`src/shared/sfsr_pkg.sv`:
```
// constants and carrier types for the sensor fault status register bank
// assumes a single 100 MHz device clock shared by every user of this package
`default_nettype none

package sfsr_pkg;

    // ****************************************
    // register offsets
    // ****************************************
    localparam logic [7:0] SFSR_OFS_SUMMARY  = 8'h01;
    localparam logic [7:0] SFSR_OFS_MEMTEMP  = 8'h03;
    localparam logic [7:0] SFSR_OFS_LINK     = 8'h04;
    localparam logic [7:0] SFSR_OFS_THERMAL  = 8'h0e;

    // ****************************************
    // field positions
    // ****************************************
    localparam int SFSR_BIT_F_OTP       = 7;
    localparam int SFSR_BIT_U_OTP       = 6;
    localparam int SFSR_BIT_U_RW        = 5;
    localparam int SFSR_BIT_U_W_ACTIVE  = 4;
    localparam int SFSR_BIT_THERMAL     = 2;
    localparam int SFSR_BIT_MISO        = 7;
    localparam int SFSR_BIT_SUM_MEMTEMP = 4;
    localparam int SFSR_BIT_SUM_LINK    = 5;

    // ****************************************
    // reset values
    // ****************************************
    localparam logic [7:0] SFSR_RST_BYTE  = 8'h00;
    localparam logic       SFSR_RST_FLAG  = 1'b0;

    // ****************************************
    // timing
    // ****************************************
    localparam int SFSR_CLK_MHZ           = 100;
    localparam int SFSR_SUP_RECOVERY_US   = 10;
    localparam int SFSR_SUP_RECOVERY_CYC  = SFSR_SUP_RECOVERY_US * SFSR_CLK_MHZ;
    localparam int SFSR_TIMER_W           = 16;
    localparam int SFSR_USER_BYTES        = 8;

    // ****************************************
    // carrier types
    // ****************************************
    typedef struct packed {
        logic f_otp_fault;
        logic u_otp_fault;
        logic miso_mismatch;
    } sfsr_event_s;

    typedef struct packed {
        logic memtemp;
        logic link;
    } sfsr_txclr_s;

endpackage : sfsr_pkg

`default_nettype wire

```
`src/hdl/sfsr_regs.sv`:
```
// read-only fault and die temperature registers of the pressure sensor
// assumes the serial front end decodes reads and feeds events on MCLK;
// only the supply fault input comes from another domain
// Functional notes
// - factory array fault sets memory bit 7
// - user array fault sets memory bit 6
// - after lock, check code recomputed and compared
// - check code mismatch sets memory bit 5
// - read or status transmission clears sticky bits
// - bit 4 follows active user array write
// - thermal range fault sets memory bit 2
// - readback mismatch sets link bit 7
// - read or status transmission clears link bit
// - 8-bit die temperature, zero after reset
// - one supply recovery timer reloaded during fault
// - MEMORY_THERMAL_SUMMARY output ORs memory bits; the summary offset reads zero
// - LINK_FAULT_SUMMARY output mirrors link flag
// - lock bit clears only on reset
`timescale 1ns/100ps
`default_nettype none

module sfsr_regs (
    input  wire logic                                             MCLK,
    input  wire logic                                             RESET,
    input  wire logic                                             CLK_EN,
    input  wire logic                                             REG_RD,
    input  wire logic [7:0]                                       REG_ADDR,
    output var  logic [7:0]                                       REG_RDATA,
    input  wire sfsr_pkg::sfsr_event_s                            EVENTS,
    input  wire sfsr_pkg::sfsr_txclr_s                            TX_CLEAR,
    input  wire logic                                             U_OTP_WR_BUSY,
    input  wire logic                                             THERMAL_RANGE_FAULT,
    input  wire logic [7:0]                                       DIE_TEMP,
    input  wire logic                                             DIE_TEMP_VALID,
    input  wire logic                                             INIT_LOCK_SET,
    input  wire logic [sfsr_pkg::SFSR_USER_BYTES*8-1:0]           USER_REGS,
    input  wire logic                                             SUPPLY_FAULT,
    output var  logic                                             INIT_COMPLETE_LOCK,
    output var  logic                                             MEMORY_THERMAL_SUMMARY,
    output var  logic                                             LINK_FAULT_SUMMARY,
    output var  logic                                             SUPPLY_RECOVERING
);

    // ****************************************
    // helpers
    // ****************************************
    // rotate-and-xor fold: cheap, catches any single-bit flip in the array
    function automatic logic [7:0] check_code(input logic [sfsr_pkg::SFSR_USER_BYTES*8-1:0] img);
        logic [7:0] acc;
        acc = 8'h00;
        for (int i = 0; i < sfsr_pkg::SFSR_USER_BYTES; i++) begin
            acc = {acc[6:0], acc[7]} ^ img[i*8 +: 8];
        end
        return acc;
    endfunction : check_code

    function automatic logic sticky(input logic cur, input logic clr, input logic set);
        return (cur & ~clr) | set;
    endfunction : sticky

    // ****************************************
    // state
    // ****************************************
    logic       f_otp;
    logic       u_otp;
    logic       u_rw;
    logic       u_w_active;
    logic       thermal;
    logic       miso;
    logic [7:0] die_temp;
    logic [7:0] stored_code;
    logic       sup_s1;
    logic       sup_s2;
    logic       sup_s3;
    logic       sup_level;
    logic [sfsr_pkg::SFSR_TIMER_W-1:0] sup_timer;

    logic       rd_mem;
    logic       rd_link;
    logic       clr_mem;
    logic       clr_link;
    logic       rw_mismatch;
    logic       next_f_otp;
    logic       next_u_otp;
    logic       next_u_rw;
    logic       next_thermal;
    logic       next_miso;
    logic [7:0] mem_byte;
    logic [7:0] link_byte;

    // ****************************************
    // clear and set terms
    // ****************************************
    always_comb begin
        rd_mem       = REG_RD && (REG_ADDR == sfsr_pkg::SFSR_OFS_MEMTEMP);
        rd_link      = REG_RD && (REG_ADDR == sfsr_pkg::SFSR_OFS_LINK);
        clr_mem      = rd_mem | TX_CLEAR.memtemp;
        clr_link     = rd_link | TX_CLEAR.link;
        rw_mismatch  = INIT_COMPLETE_LOCK && (check_code(USER_REGS) != stored_code);
    end

    // ****************************************
    // next flag values
    // ****************************************
    // set wins over a clear in the same cycle so no event is lost
    always_comb begin
        next_f_otp   = sticky(f_otp, clr_mem, EVENTS.f_otp_fault);
        next_u_otp   = sticky(u_otp, clr_mem, EVENTS.u_otp_fault);
        next_u_rw    = sticky(u_rw, clr_mem, rw_mismatch);
        next_thermal = sticky(thermal, clr_mem, THERMAL_RANGE_FAULT);
        next_miso    = sticky(miso, clr_link, EVENTS.miso_mismatch);
    end

    // ****************************************
    // read bytes
    // ****************************************
    // reserved positions stay tied low
    always_comb begin
        mem_byte = 8'h00;
        mem_byte[sfsr_pkg::SFSR_BIT_F_OTP]      = f_otp;
        mem_byte[sfsr_pkg::SFSR_BIT_U_OTP]      = u_otp;
        mem_byte[sfsr_pkg::SFSR_BIT_U_RW]       = u_rw;
        mem_byte[sfsr_pkg::SFSR_BIT_U_W_ACTIVE] = u_w_active;
        mem_byte[sfsr_pkg::SFSR_BIT_THERMAL]    = thermal;
        link_byte = 8'h00;
        link_byte[sfsr_pkg::SFSR_BIT_MISO] = miso;
    end

    // ****************************************
    // factory array flag
    // ****************************************
    always_ff @(posedge MCLK or posedge RESET) begin
        if (RESET) begin
            f_otp <= sfsr_pkg::SFSR_RST_FLAG;
        end else if (CLK_EN) begin
            f_otp <= next_f_otp;
        end
    end

    // ****************************************
    // user array flag
    // ****************************************
    always_ff @(posedge MCLK or posedge RESET) begin
        if (RESET) begin
            u_otp <= sfsr_pkg::SFSR_RST_FLAG;
        end else if (CLK_EN) begin
            u_otp <= next_u_otp;
        end
    end

    // ****************************************
    // user register integrity flag
    // ****************************************
    // re-sets every cycle the image differs, so a read only clears it once repaired
    always_ff @(posedge MCLK or posedge RESET) begin
        if (RESET) begin
            u_rw <= sfsr_pkg::SFSR_RST_FLAG;
        end else if (CLK_EN) begin
            u_rw <= next_u_rw;
        end
    end

    // ****************************************
    // user array write activity
    // ****************************************
    always_ff @(posedge MCLK or posedge RESET) begin
        if (RESET) begin
            u_w_active <= sfsr_pkg::SFSR_RST_FLAG;
        end else if (CLK_EN) begin
            u_w_active <= U_OTP_WR_BUSY; // live level, reads do not touch it
        end
    end

    // ****************************************
    // thermal range flag
    // ****************************************
    // sticky: a brief excursion stays visible until the host looks
    always_ff @(posedge MCLK or posedge RESET) begin
        if (RESET) begin
            thermal <= sfsr_pkg::SFSR_RST_FLAG;
        end else if (CLK_EN) begin
            thermal <= next_thermal;
        end
    end

    // ****************************************
    // link flag
    // ****************************************
    always_ff @(posedge MCLK or posedge RESET) begin
        if (RESET) begin
            miso <= sfsr_pkg::SFSR_RST_FLAG;
        end else if (CLK_EN) begin
            miso <= next_miso;
        end
    end

    // ****************************************
    // memory summary output
    // ****************************************
    // registered from next values so the summary tracks the flags without lag
    always_ff @(posedge MCLK or posedge RESET) begin
        if (RESET) begin
            MEMORY_THERMAL_SUMMARY <= sfsr_pkg::SFSR_RST_FLAG;
        end else if (CLK_EN) begin
            MEMORY_THERMAL_SUMMARY <= next_f_otp | next_u_otp | next_u_rw
                                      | U_OTP_WR_BUSY | next_thermal;
        end
    end

    // ****************************************
    // link summary output
    // ****************************************
    always_ff @(posedge MCLK or posedge RESET) begin
        if (RESET) begin
            LINK_FAULT_SUMMARY <= sfsr_pkg::SFSR_RST_FLAG;
        end else if (CLK_EN) begin
            LINK_FAULT_SUMMARY <= next_miso;
        end
    end

    // ****************************************
    // initialization lock
    // ****************************************
    always_ff @(posedge MCLK or posedge RESET) begin
        if (RESET) begin
            INIT_COMPLETE_LOCK <= sfsr_pkg::SFSR_RST_FLAG;
        end else if (CLK_EN && INIT_LOCK_SET) begin
            INIT_COMPLETE_LOCK <= 1'b1; // no path back to zero but reset
        end
    end

    // ****************************************
    // reference check code
    // ****************************************
    // snapshot taken once: a later lock request must not re-learn a corrupted image
    always_ff @(posedge MCLK or posedge RESET) begin
        if (RESET) begin
            stored_code <= sfsr_pkg::SFSR_RST_BYTE;
        end else if (CLK_EN && INIT_LOCK_SET && !INIT_COMPLETE_LOCK) begin
            stored_code <= check_code(USER_REGS);
        end
    end

    // ****************************************
    // die temperature
    // ****************************************
    always_ff @(posedge MCLK or posedge RESET) begin
        if (RESET) begin
            die_temp <= sfsr_pkg::SFSR_RST_BYTE;
        end else if (CLK_EN && DIE_TEMP_VALID) begin
            die_temp <= DIE_TEMP;
        end
    end

    // ****************************************
    // supply fault synchroniser
    // ****************************************
    // first stage read only by the second; level taken once stages two and three agree
    always_ff @(posedge MCLK or posedge RESET) begin
        if (RESET) begin
            sup_s1    <= 1'b0;
            sup_s2    <= 1'b0;
            sup_s3    <= 1'b0;
            sup_level <= 1'b0;
        end else if (CLK_EN) begin
            sup_s1 <= SUPPLY_FAULT;
            sup_s2 <= sup_s1;
            sup_s3 <= sup_s2;
            if (sup_s2 == sup_s3) begin
                sup_level <= sup_s3;
            end
        end
    end

    // ****************************************
    // supply recovery timer
    // ****************************************
    always_ff @(posedge MCLK or posedge RESET) begin
        if (RESET) begin
            sup_timer         <= '0;
            SUPPLY_RECOVERING <= 1'b0;
        end else if (CLK_EN) begin
            if (sup_level) begin
                sup_timer         <= sfsr_pkg::SFSR_TIMER_W'(sfsr_pkg::SFSR_SUP_RECOVERY_CYC);
                SUPPLY_RECOVERING <= 1'b1;
            end else if (sup_timer != '0) begin
                sup_timer         <= sup_timer - 1'b1;
                SUPPLY_RECOVERING <= (sup_timer != sfsr_pkg::SFSR_TIMER_W'(1));
            end else begin
                SUPPLY_RECOVERING <= 1'b0;
            end
        end
    end

    // ****************************************
    // read port
    // ****************************************
    // no write path exists: host writes to these offsets fall on the floor
    always_ff @(posedge MCLK or posedge RESET) begin
        if (RESET) begin
            REG_RDATA <= sfsr_pkg::SFSR_RST_BYTE;
        end else if (CLK_EN && REG_RD) begin
            unique case (REG_ADDR)
                sfsr_pkg::SFSR_OFS_MEMTEMP: REG_RDATA <= mem_byte;
                sfsr_pkg::SFSR_OFS_LINK:    REG_RDATA <= link_byte;
                sfsr_pkg::SFSR_OFS_THERMAL: REG_RDATA <= die_temp;
                default:                    REG_RDATA <= 8'h00;
            endcase
        end
    end

endmodule : sfsr_regs

`default_nettype wire

```
`config.mk`:
```
export PLATFORM = sky130hd
export DESIGN_NAME = sfsr_regs
export DESIGN_NICKNAME = d
export VERILOG_FILES = /design/src/shared/sfsr_pkg.sv /design/src/hdl/sfsr_regs.sv
export SDC_FILE = /design/constraint.sdc
export NUM_CORES = 1
export LEC_CHECK = 0
export BUFFER_PORTS_ARGS = -buffer_cell sky130_fd_sc_hd__buf_2
export CAP_MARGIN = 15
export CORE_MARGIN = 3
export CORE_UTILIZATION = 35
export CTS_CLUSTER_DIAMETER = 50
export DETAILED_ROUTE_END_ITERATION = 10
export PLACE_DENSITY_LB_ADDON = 0.12
export SYNTH_ARGS = -nofsm -noshare
export SYNTH_HDL_FRONTEND = slang
export SYNTH_SLANG_ARGS = --single-unit
```
`constraint.sdc`:
```
create_clock -name MCLK -period 3.6 [get_ports MCLK]
set_input_delay 0.18 -clock MCLK [delete_from_list [all_inputs] [get_ports MCLK]]
set_output_delay 0.18 -clock MCLK [all_outputs]
set_load 0.03 [all_outputs]
```
==> flow_metrics.py, run 1 <==
metrics = {
    "run_status": {
        "outcome": "finished, final reports clean",
    },
    "detailed_routing": {
        "vias_per_cell": 4.758,
        "drc": 0,
        "drt_iter0_markers": 48,
        "wirelength_mm": 6.299,
        "postRouteAntennaNets": 0,
        "routedWlPerCell_um": 12.57,
        "via_count": 2384,
        "firstDrtPassIters": 4,
    },
    "layout": {
        "drive_gt1_share_pct": 34.60,
        "area_delta_synth_final_pct": 24.54,
        "nets": 491,
        "antenna_cells": 0,
        "final_cell_mix": "105 x buf_2, 63 x xnor2_1, 53 x dfrtp_1",
        "post-route-cell-area_um2": 3816,
        "final_common_cell": "buf_2",
        "final_cells": 501,
    },
    "critical_path": {
        "critPathLaunchType": "flop",
        "r2r-start": "sup_timer[11]",
        "crit_chain": "nor4_1, nand3_1, o21ai_1, nor4b_1, xnor2_1, nor2_1",
        "critPathSlowestCell": "o21ai_1",
        "endpoint_kind": "flop",
        "rr_endpoint": "sup_timer[4]",
        "rr_worst_depth": 6,
        "crit_family": "simple AND/OR/NAND/NOR gates",
        "path_max_fanout": 12,
        "crit_buf_inv": 0,
        "rrSetupSlack_ns": 1.43,
        "path_class": "reg2reg",
        "arrival_ns": 2.36,
        "cpPeakStageDelay_ns": 0.67,
        "crit_required_ns": 3.79,
    },
    "die": {
        "start_util_pct": 36.74,
        "fp.dieH_um": 99.57,
        "design.die.area_um2": 9913,
        "die-width_um": 99.57,
        "io_pins": 106,
        "rows": 33,
        "core_um2": 8341,
    },
    "cts": {
        "postCtsSetupBuffers": 0,
        "cts_made_buffers": 5,
        "cts-resized-gates": 0,
        "clock_latency_ns": 0.30,
        "cts_sinks": 53,
        "clockBufferDepth": 2,
        "cts_tree": "done",
        "cts_root_buffer": "clkbuf_8",
        "htreeDepth": 2,
        "clk_pin_slew_worst_paths_ns": 0.10,
        "postCtsHoldBufs": 0,
    },
    "place": {
        "place_congestion": 0.7989,
        "dp_hpwl_mm": 4.901,
        "dpl.cell_count": 493,
        "place_area_um2": 3696,
        "port_buffers": 105,
    },
    "job": {
        "maxCapViolations": 0,
    },
    "synthesis": {
        "synthArstFlopShare_pct": 100.0,
        "syn_area_per_cell_um2": 10.57,
        "synth_top_family_by_area": "XOR/XNOR gates",
        "synth.top_cell.area_share_pct": 43.28,
        "syn_inst": 290,
        "synth_compound_area_share_pct": 9.514,
        "ys.flop_type": "dfrtp_1",
        "synth_edf_count": 0,
        "synth_fa_ha_area_share_pct": 0.8167,
        "synth_top_area_cell": "dfrtp_1",
        "syn_nets": 386,
        "yosys_warnings": 0,
        "synthXorXnorAreaFrac_pct": 23.36,
        "synthTopCellsByArea": "dfrtp_1 43%, xnor2_1 18%, nand2_1 4.4%",
        "synth_mux_area_share_pct": 4.410,
        "synth-seq-cells": 53,
        "synth_cell_type_count": 47,
        "synthesis.area_um2": 3064,
        "yosys.area_share.simple_pct": 17.07,
        "ys_seq_area_share_pct": 43.28,
    },
    "sta": {
        "max_freq_mhz": 460.9,
        "worst_slew_pin_slew_ns": 0.8327,
        "final-setup-viol-count": 0,
        "relSlewSlack_pct": 44.40,
        "period_needed_ns": 2.170,
        "rsz0062_at_grt": "false",
        "finClkSkew_ns": 0.006594,
        "fin_setup_tns_ns": 0,
        "hold_viol_final": 0,
        "period_share_pct": 60.27,
        "whs_ns": 0.03468,
        "slew_viol_final": 0,
    },
    "power_and_ir_drop": {
        "p_per_area_nw_per_um2": 459.7,
        "ir_drop_uv": 177.1,
        "p_leak_nw": 1.709,
        "totalPowerFinal_mw": 1.754,
    },
    "min_path": {
        "hp-class": "in2async",
    },
    "global_route": {
        "grt-ovfl-total": 0,
        "grt_pass1_wl_mm": 10.83,
        "antenna_found_initial": 0,
        "grt_max_degree": 41,
        "grt_pass1_vias": 2385,
        "grt_use_total_pct": 13.25,
    },
}
==> cell type report <==
| type | count | area (um^2) |
|---|---|---|
| fill | 812 | 4524 |
| multi-input combinational | 225 | 1690 |
| sequential | 53 | 1326 |
| timing repair buffer | 106 | 533.0 |
| tap | 105 | 131.4 |
| clock buffer | 6 | 82.58 |
| clock inverter | 2 | 37.54 |
| inverter | 4 | 15.01 |
==> cell usage after synthesis (2+ instances only) <==
cell type and count:
xnor2_1 63, dfrtp_1 53, nand2_1 36, o21ai_0 20
nor2_1 14, mux2_2 12, a21oi_1 7, nor3_1 6
nor4_1 6, a22o_1 5, clkbuf_1 5, a22oi_1 4
inv_1 4, xnor3_1 4, a21o_1 3, nand3_1 3
nand3b_1 3, or3_1 3, xor2_1 3, and2_1 2
buf_2 2, ha_1 2, nand2b_1 2, nor3_4 2
nor4_2 2, o21ai_1 2, xor3_1 2
==> stage by stage <==
stage,worst slack (ns),utilization (%)
after CTS,1.419,45.75
after floorplan,1.883,-
after global placement,1.489,44.31
after detailed placement,1.425,44.31
after global routing,1.138,45.75
final,1.430,45.75
==> worst register-to-register path, stage by stage, from the launching register on <==
cell	delay (ns)
dfrtp_1	0.43
nor4_1	0.39
nand3_1	0.19
o21ai_1	0.67
nor4b_1	0.15
xnor2_1	0.18
nor2_1	0.05
==> where the power goes <==
part	internal [mW]	total, mW	switching, mW
clock	0.226	0.426	0.199
sequential	0.695	0.794	0.0996
combinational	0.312	0.534	0.222
total	1.23	1.75	0.521
==> logic make-up after synthesis <==
logic type               after synthesis
AO/OA/AOI/OAI                         47
XOR/XNOR                              72
adder cells (fa/ha/maj)                2
buffers and inverters                 12
flip-flops                            53
multiplexers                          12
AND/OR/NAND/NOR                       92
==> layer usage <==
| layer | vias to the layer above | wire (um) | global-route usage (%) |
|---|---|---|---|
| met3 | 0 | 272 | 2.945 |
| met1 | 1121 | 2860 | 16.77 |
| li1 | 1211 | - | - |
| met2 | 52 | 3165 | 23.19 |
| met4 | 0 | 0 | 2.836 |
| met5 | - | 0 | 0 |
==> state kept, by name, summed over array words and instances, names as in the netlist, 8 cells and up <==
name,cells
stored_code,8
die_temp,8
REG_RDATA,8
sup_timer,16
==> worst max-delay path by stage <==
stage | from | end | slack [ns] | depth (start not counted)
after floorplan | sup_timer[2] | sup_timer[13] | 1.88 | 5
after global placement | sup_timer[11] | sup_timer[4] | 1.49 | 6
after detailed placement | sup_timer[11] | sup_timer[4] | 1.43 | 6
after CTS | sup_timer[11] | sup_timer[4] | 1.42 | 6
after global routing | sup_timer[11] | sup_timer[6] | 1.14 | 6
final | sup_timer[11] | sup_timer[4] | 1.43 | 6
No activity file was read; power rests on OpenSTA's default activity.
==> inputs of run 2 (changes only) <==
--- a/config.mk
+++ b/config.mk
@@ -5,6 +5,7 @@
 export SDC_FILE = /design/constraint.sdc
 export NUM_CORES = 1
 export LEC_CHECK = 0
+export ABC_AREA = 1
 export BUFFER_PORTS_ARGS = -buffer_cell sky130_fd_sc_hd__buf_2
 export CAP_MARGIN = 15
 export CORE_MARGIN = 3
==> constraint.sdc (replaced) <==
create_clock -name MCLK -period 1.8 [get_ports MCLK]
set_input_delay 0.09 -clock MCLK [delete_from_list [all_inputs] [get_ports MCLK]]
set_output_delay 0.09 -clock MCLK [all_outputs]
set_load 0.03 [all_outputs]
==> run 2 against run 1 <==
Effect of this change: critical endpoint is now sup_timer[9]; routed wire length rose by 22%; register-to-register slack got worse by 1.3 ns; critical path type unchanged; utilization rose by 1.3 points; clock skew rose by 0.0046 ns; combinational power rose by 74%; via count rose by 45%; die area rose by 13%; count of clock-buffer cells in the layout fell by 1; largest power group unchanged.
==> flow_metrics.py, run 2 <==
metrics = {
    "place": {
        "place_congestion": 0.7895,
        "dp_hpwl_mm": 6.093,
        "dp_slack_ns": 0.01318,
        "port_buffers": 105,
        "dpl.cell_count": 760,
    },
    "detailed_routing": {
        "via_count": 3464,
        "routedWlPerCell_um": 9.871,
        "drc": 0,
        "postRouteAntennaNets": 0,
        "drt_iter0_markers": 99,
        "firstDrtPassIters": 4,
        "wirelength_mm": 7.670,
        "vias_per_cell": 4.458,
    },
    "sta": {
        "whs_ns": 0.01152,
        "max_freq_mhz": 585.2,
        "relSlewSlack_pct": 55.17,
        "fin_ws_ns": 0.09125,
        "finClkSkew_ns": 0.01122,
        "fin_setup_tns_ns": 0,
        "slew_viol_final": 0,
        "period_share_pct": 94.93,
        "rsz0062_at_grt": "true",
        "hold_viol_final": 0,
        "worst_slew_pin_slew_ns": 0.6724,
        "period_needed_ns": 1.709,
        "final-setup-viol-count": 0,
    },
    "power_and_ir_drop": {
        "p_int_mw": 2.140,
        "p_leak_nw": 2.564,
        "ir_drop_uv": 361.0,
        "power_frac_seq_pct": 44.3,
        "combinationalPowerShare_pct": 29.0,
        "clockPowerShare_pct": 26.7,
        "p_per_area_nw_per_um2": 720.1,
        "switchingPower_mw": 1.065,
        "power.share.switching_pct": 33.22,
        "totalPowerFinal_mw": 3.205,
    },
    "cts": {
        "cts_root_buffer": "clkbuf_8",
        "cts_made_buffers": 5,
        "clk_pin_slew_worst_paths_ns": 0.11,
        "cts_sinks": 53,
        "clock_latency_ns": 0.32,
        "cts_tree": "done",
        "htreeDepth": 2,
        "clockBufferDepth": 2,
    },
    "layout": {
        "final_cells": 777,
        "drive_gt1_share_pct": 23.15,
        "largest_reg_flops": 16,
        "area_delta_synth_final_pct": 27.40,
        "regMostFlops": "sup_timer",
        "final_cell_mix": "198 x nand2_1, 105 x buf_2, 86 x inv_1",
        "fillCellCount": 1028,
        "antenna_cells": 0,
        "final_common_cell": "nand2_1",
        "nets": 743,
    },
    "synthesis": {
        "synth_cell_type_count": 34,
        "synthArstFlopShare_pct": 100.0,
        "synth_edf_count": 0,
        "syn_nets": 620,
        "syn_area_per_cell_um2": 6.667,
        "syn_inst": 524,
        "synthesis.area_um2": 3493,
        "yosys_warnings": 0,
        "synth-seq-cells": 53,
        "yosys-top-cells-count": "198 x nand2_1, 89 x inv_1, 53 x dfrtp_1",
        "ys.flop_type": "dfrtp_1",
        "yosysMostFrequentCell": "nand2_1",
        "synth_top_area_cell": "dfrtp_1",
        "synth.top_cell.area_share_pct": 37.97,
        "ys_seq_area_share_pct": 37.97,
        "synthTopCellsByArea": "dfrtp_1 38%, nand2_1 21%, inv_1 9.6%",
    },
    "critical_path": {
        "arrival_ns": 1.90,
        "critPathLaunchType": "flop",
        "crit_required_ns": 1.99,
        "path_max_fanout": 6,
        "path_class": "reg2reg",
        "endpoint_kind": "flop",
    },
    "die": {
        "core_um2": 9459,
        "design.die.area_um2": 11220,
        "start_util_pct": 36.93,
        "io_pins": 106,
        "rows": 35,
        "fp.dieH_um": 105.9,
        "die-width_um": 105.9,
    },
    "global_route": {
        "grt_pass1_wl_mm": 12.89,
        "grt_max_degree": 54,
        "grt-ovfl-total": 0,
        "grt_pass1_vias": 3121,
        "antenna_found_initial": 0,
        "grt_use_total_pct": 13.66,
    },
    "job": {
        "maxCapViolations": 0,
    },
    "run_status": {
        "outcome": "finished, final reports clean",
    },
    "min_path": {
        "hp-class": "in2reg",
    },
}
==> run 2: cell count changes after synthesis, moves of 6 or more <==
cell / change
mux2_2: -12
nand3b_1: +15
nor2_1: +20
xor2_1: +6
inv_1: +85
a21oi_1: +6
nand3_1: +34
nand2_1: +162
xnor2_1: -60
nor2_2: +6
==> run 2: what timing repair did <==
action | CTS | global route
setup endpoints to repair | 1 | 11
endpoints found under the hold margin | 56 | 0
hold buffers | 4 | 0
buffers inserted | 0 | 5
gates resized for setup | 0 | 11
pin swaps | 1 | 6
==> run 2: stage by stage <==
stage | util, % | area [um^2]
2_1_floorplan | - | 3493
3_3_place_gp | 44.55 | 4214
3_5_place_dp | 44.55 | 4214
4_1_cts | 46.23 | 4373
5_1_grt | 47.05 | 4451
6_report | 47.05 | 4451
==> run 2: final timing paths <==
kind	from	endpoint	slack (ns)	cells past startpoint
min in group asynchronous	RESET	sup_timer[5]	0.50	4
max	sup_timer[1]	sup_timer[9]	0.09	10
max in group asynchronous	RESET	sup_timer[4]	0.83	4
min	DIE_TEMP[0]	die_temp[0]	0.01	3
max reg2reg	sup_timer[1]	sup_timer[9]	0.09	10
min reg2reg	REG_RDATA[6]	REG_RDATA[6]	0.49	2
==> run 2: final cells by class <==
cell class | count | area [um^2] | share of cell area, %
tap | 129 | 161.4 | 3.627
inverter | 91 | 342.8 | 7.703
clock inverter | 3 | 50.05 | 1.125
timing repair buffer | 121 | 655.6 | 14.73
multi-input combinational | 375 | 1844 | 41.44
clock buffer | 5 | 68.82 | 1.546
sequential | 53 | 1328 | 29.83
==> run 2: power by group through the flow <==
stage / registers, mW / logic, mW / clock network (mW)
finish: 1.42 / 0.929 / 0.855
CTS: 1.41 / 0.866 / 0.883
global placement: 1.43 / 0.834 / 0
global route: 1.44 / 1.07 / 0.951
floorplan: 1.41 / 0.573 / 0
detailed placement: 1.43 / 0.854 / 0
==> run 2: metal layers <==
metal / up-vias / GRT usage, % / share of wire, %
met3: 2 / 3.339 / 6.7
li1: 1870 / - / -
met2: 75 / 23.59 / 46
met4: 0 / 3.608 / 0.51
met5: - / 0 / 0
met1: 1517 / 17.09 / 47
==> run 2: cell families (layout without fill, tap and decap cells) <==
kind of cell             Yosys count  in the layout  share of synthesized area, %
AO/OA/AOI/OAI                     53             53                         9.062
XOR/XNOR                          12             12                         3.009
adder cells (fa/ha/maj)            2              2                        0.7162
buffers and inverters             96            220                         10.35
flip-flops                        53             53                         37.97
AND/OR/NAND/NOR                  308            308                         38.90
==> run 2: critical path, cell delays in order, from the launching register on <==
cell and delay (ns):
dfrtp_1 0.38, inv_2 0.06, ha_4 0.16, clkinv_2 0.06, nor3_4 0.05, a31oi_4 0.27
nand3_2 0.15, nor2_4 0.14, nand3_2 0.11, o21ai_2 0.14, nand3_1 0.07
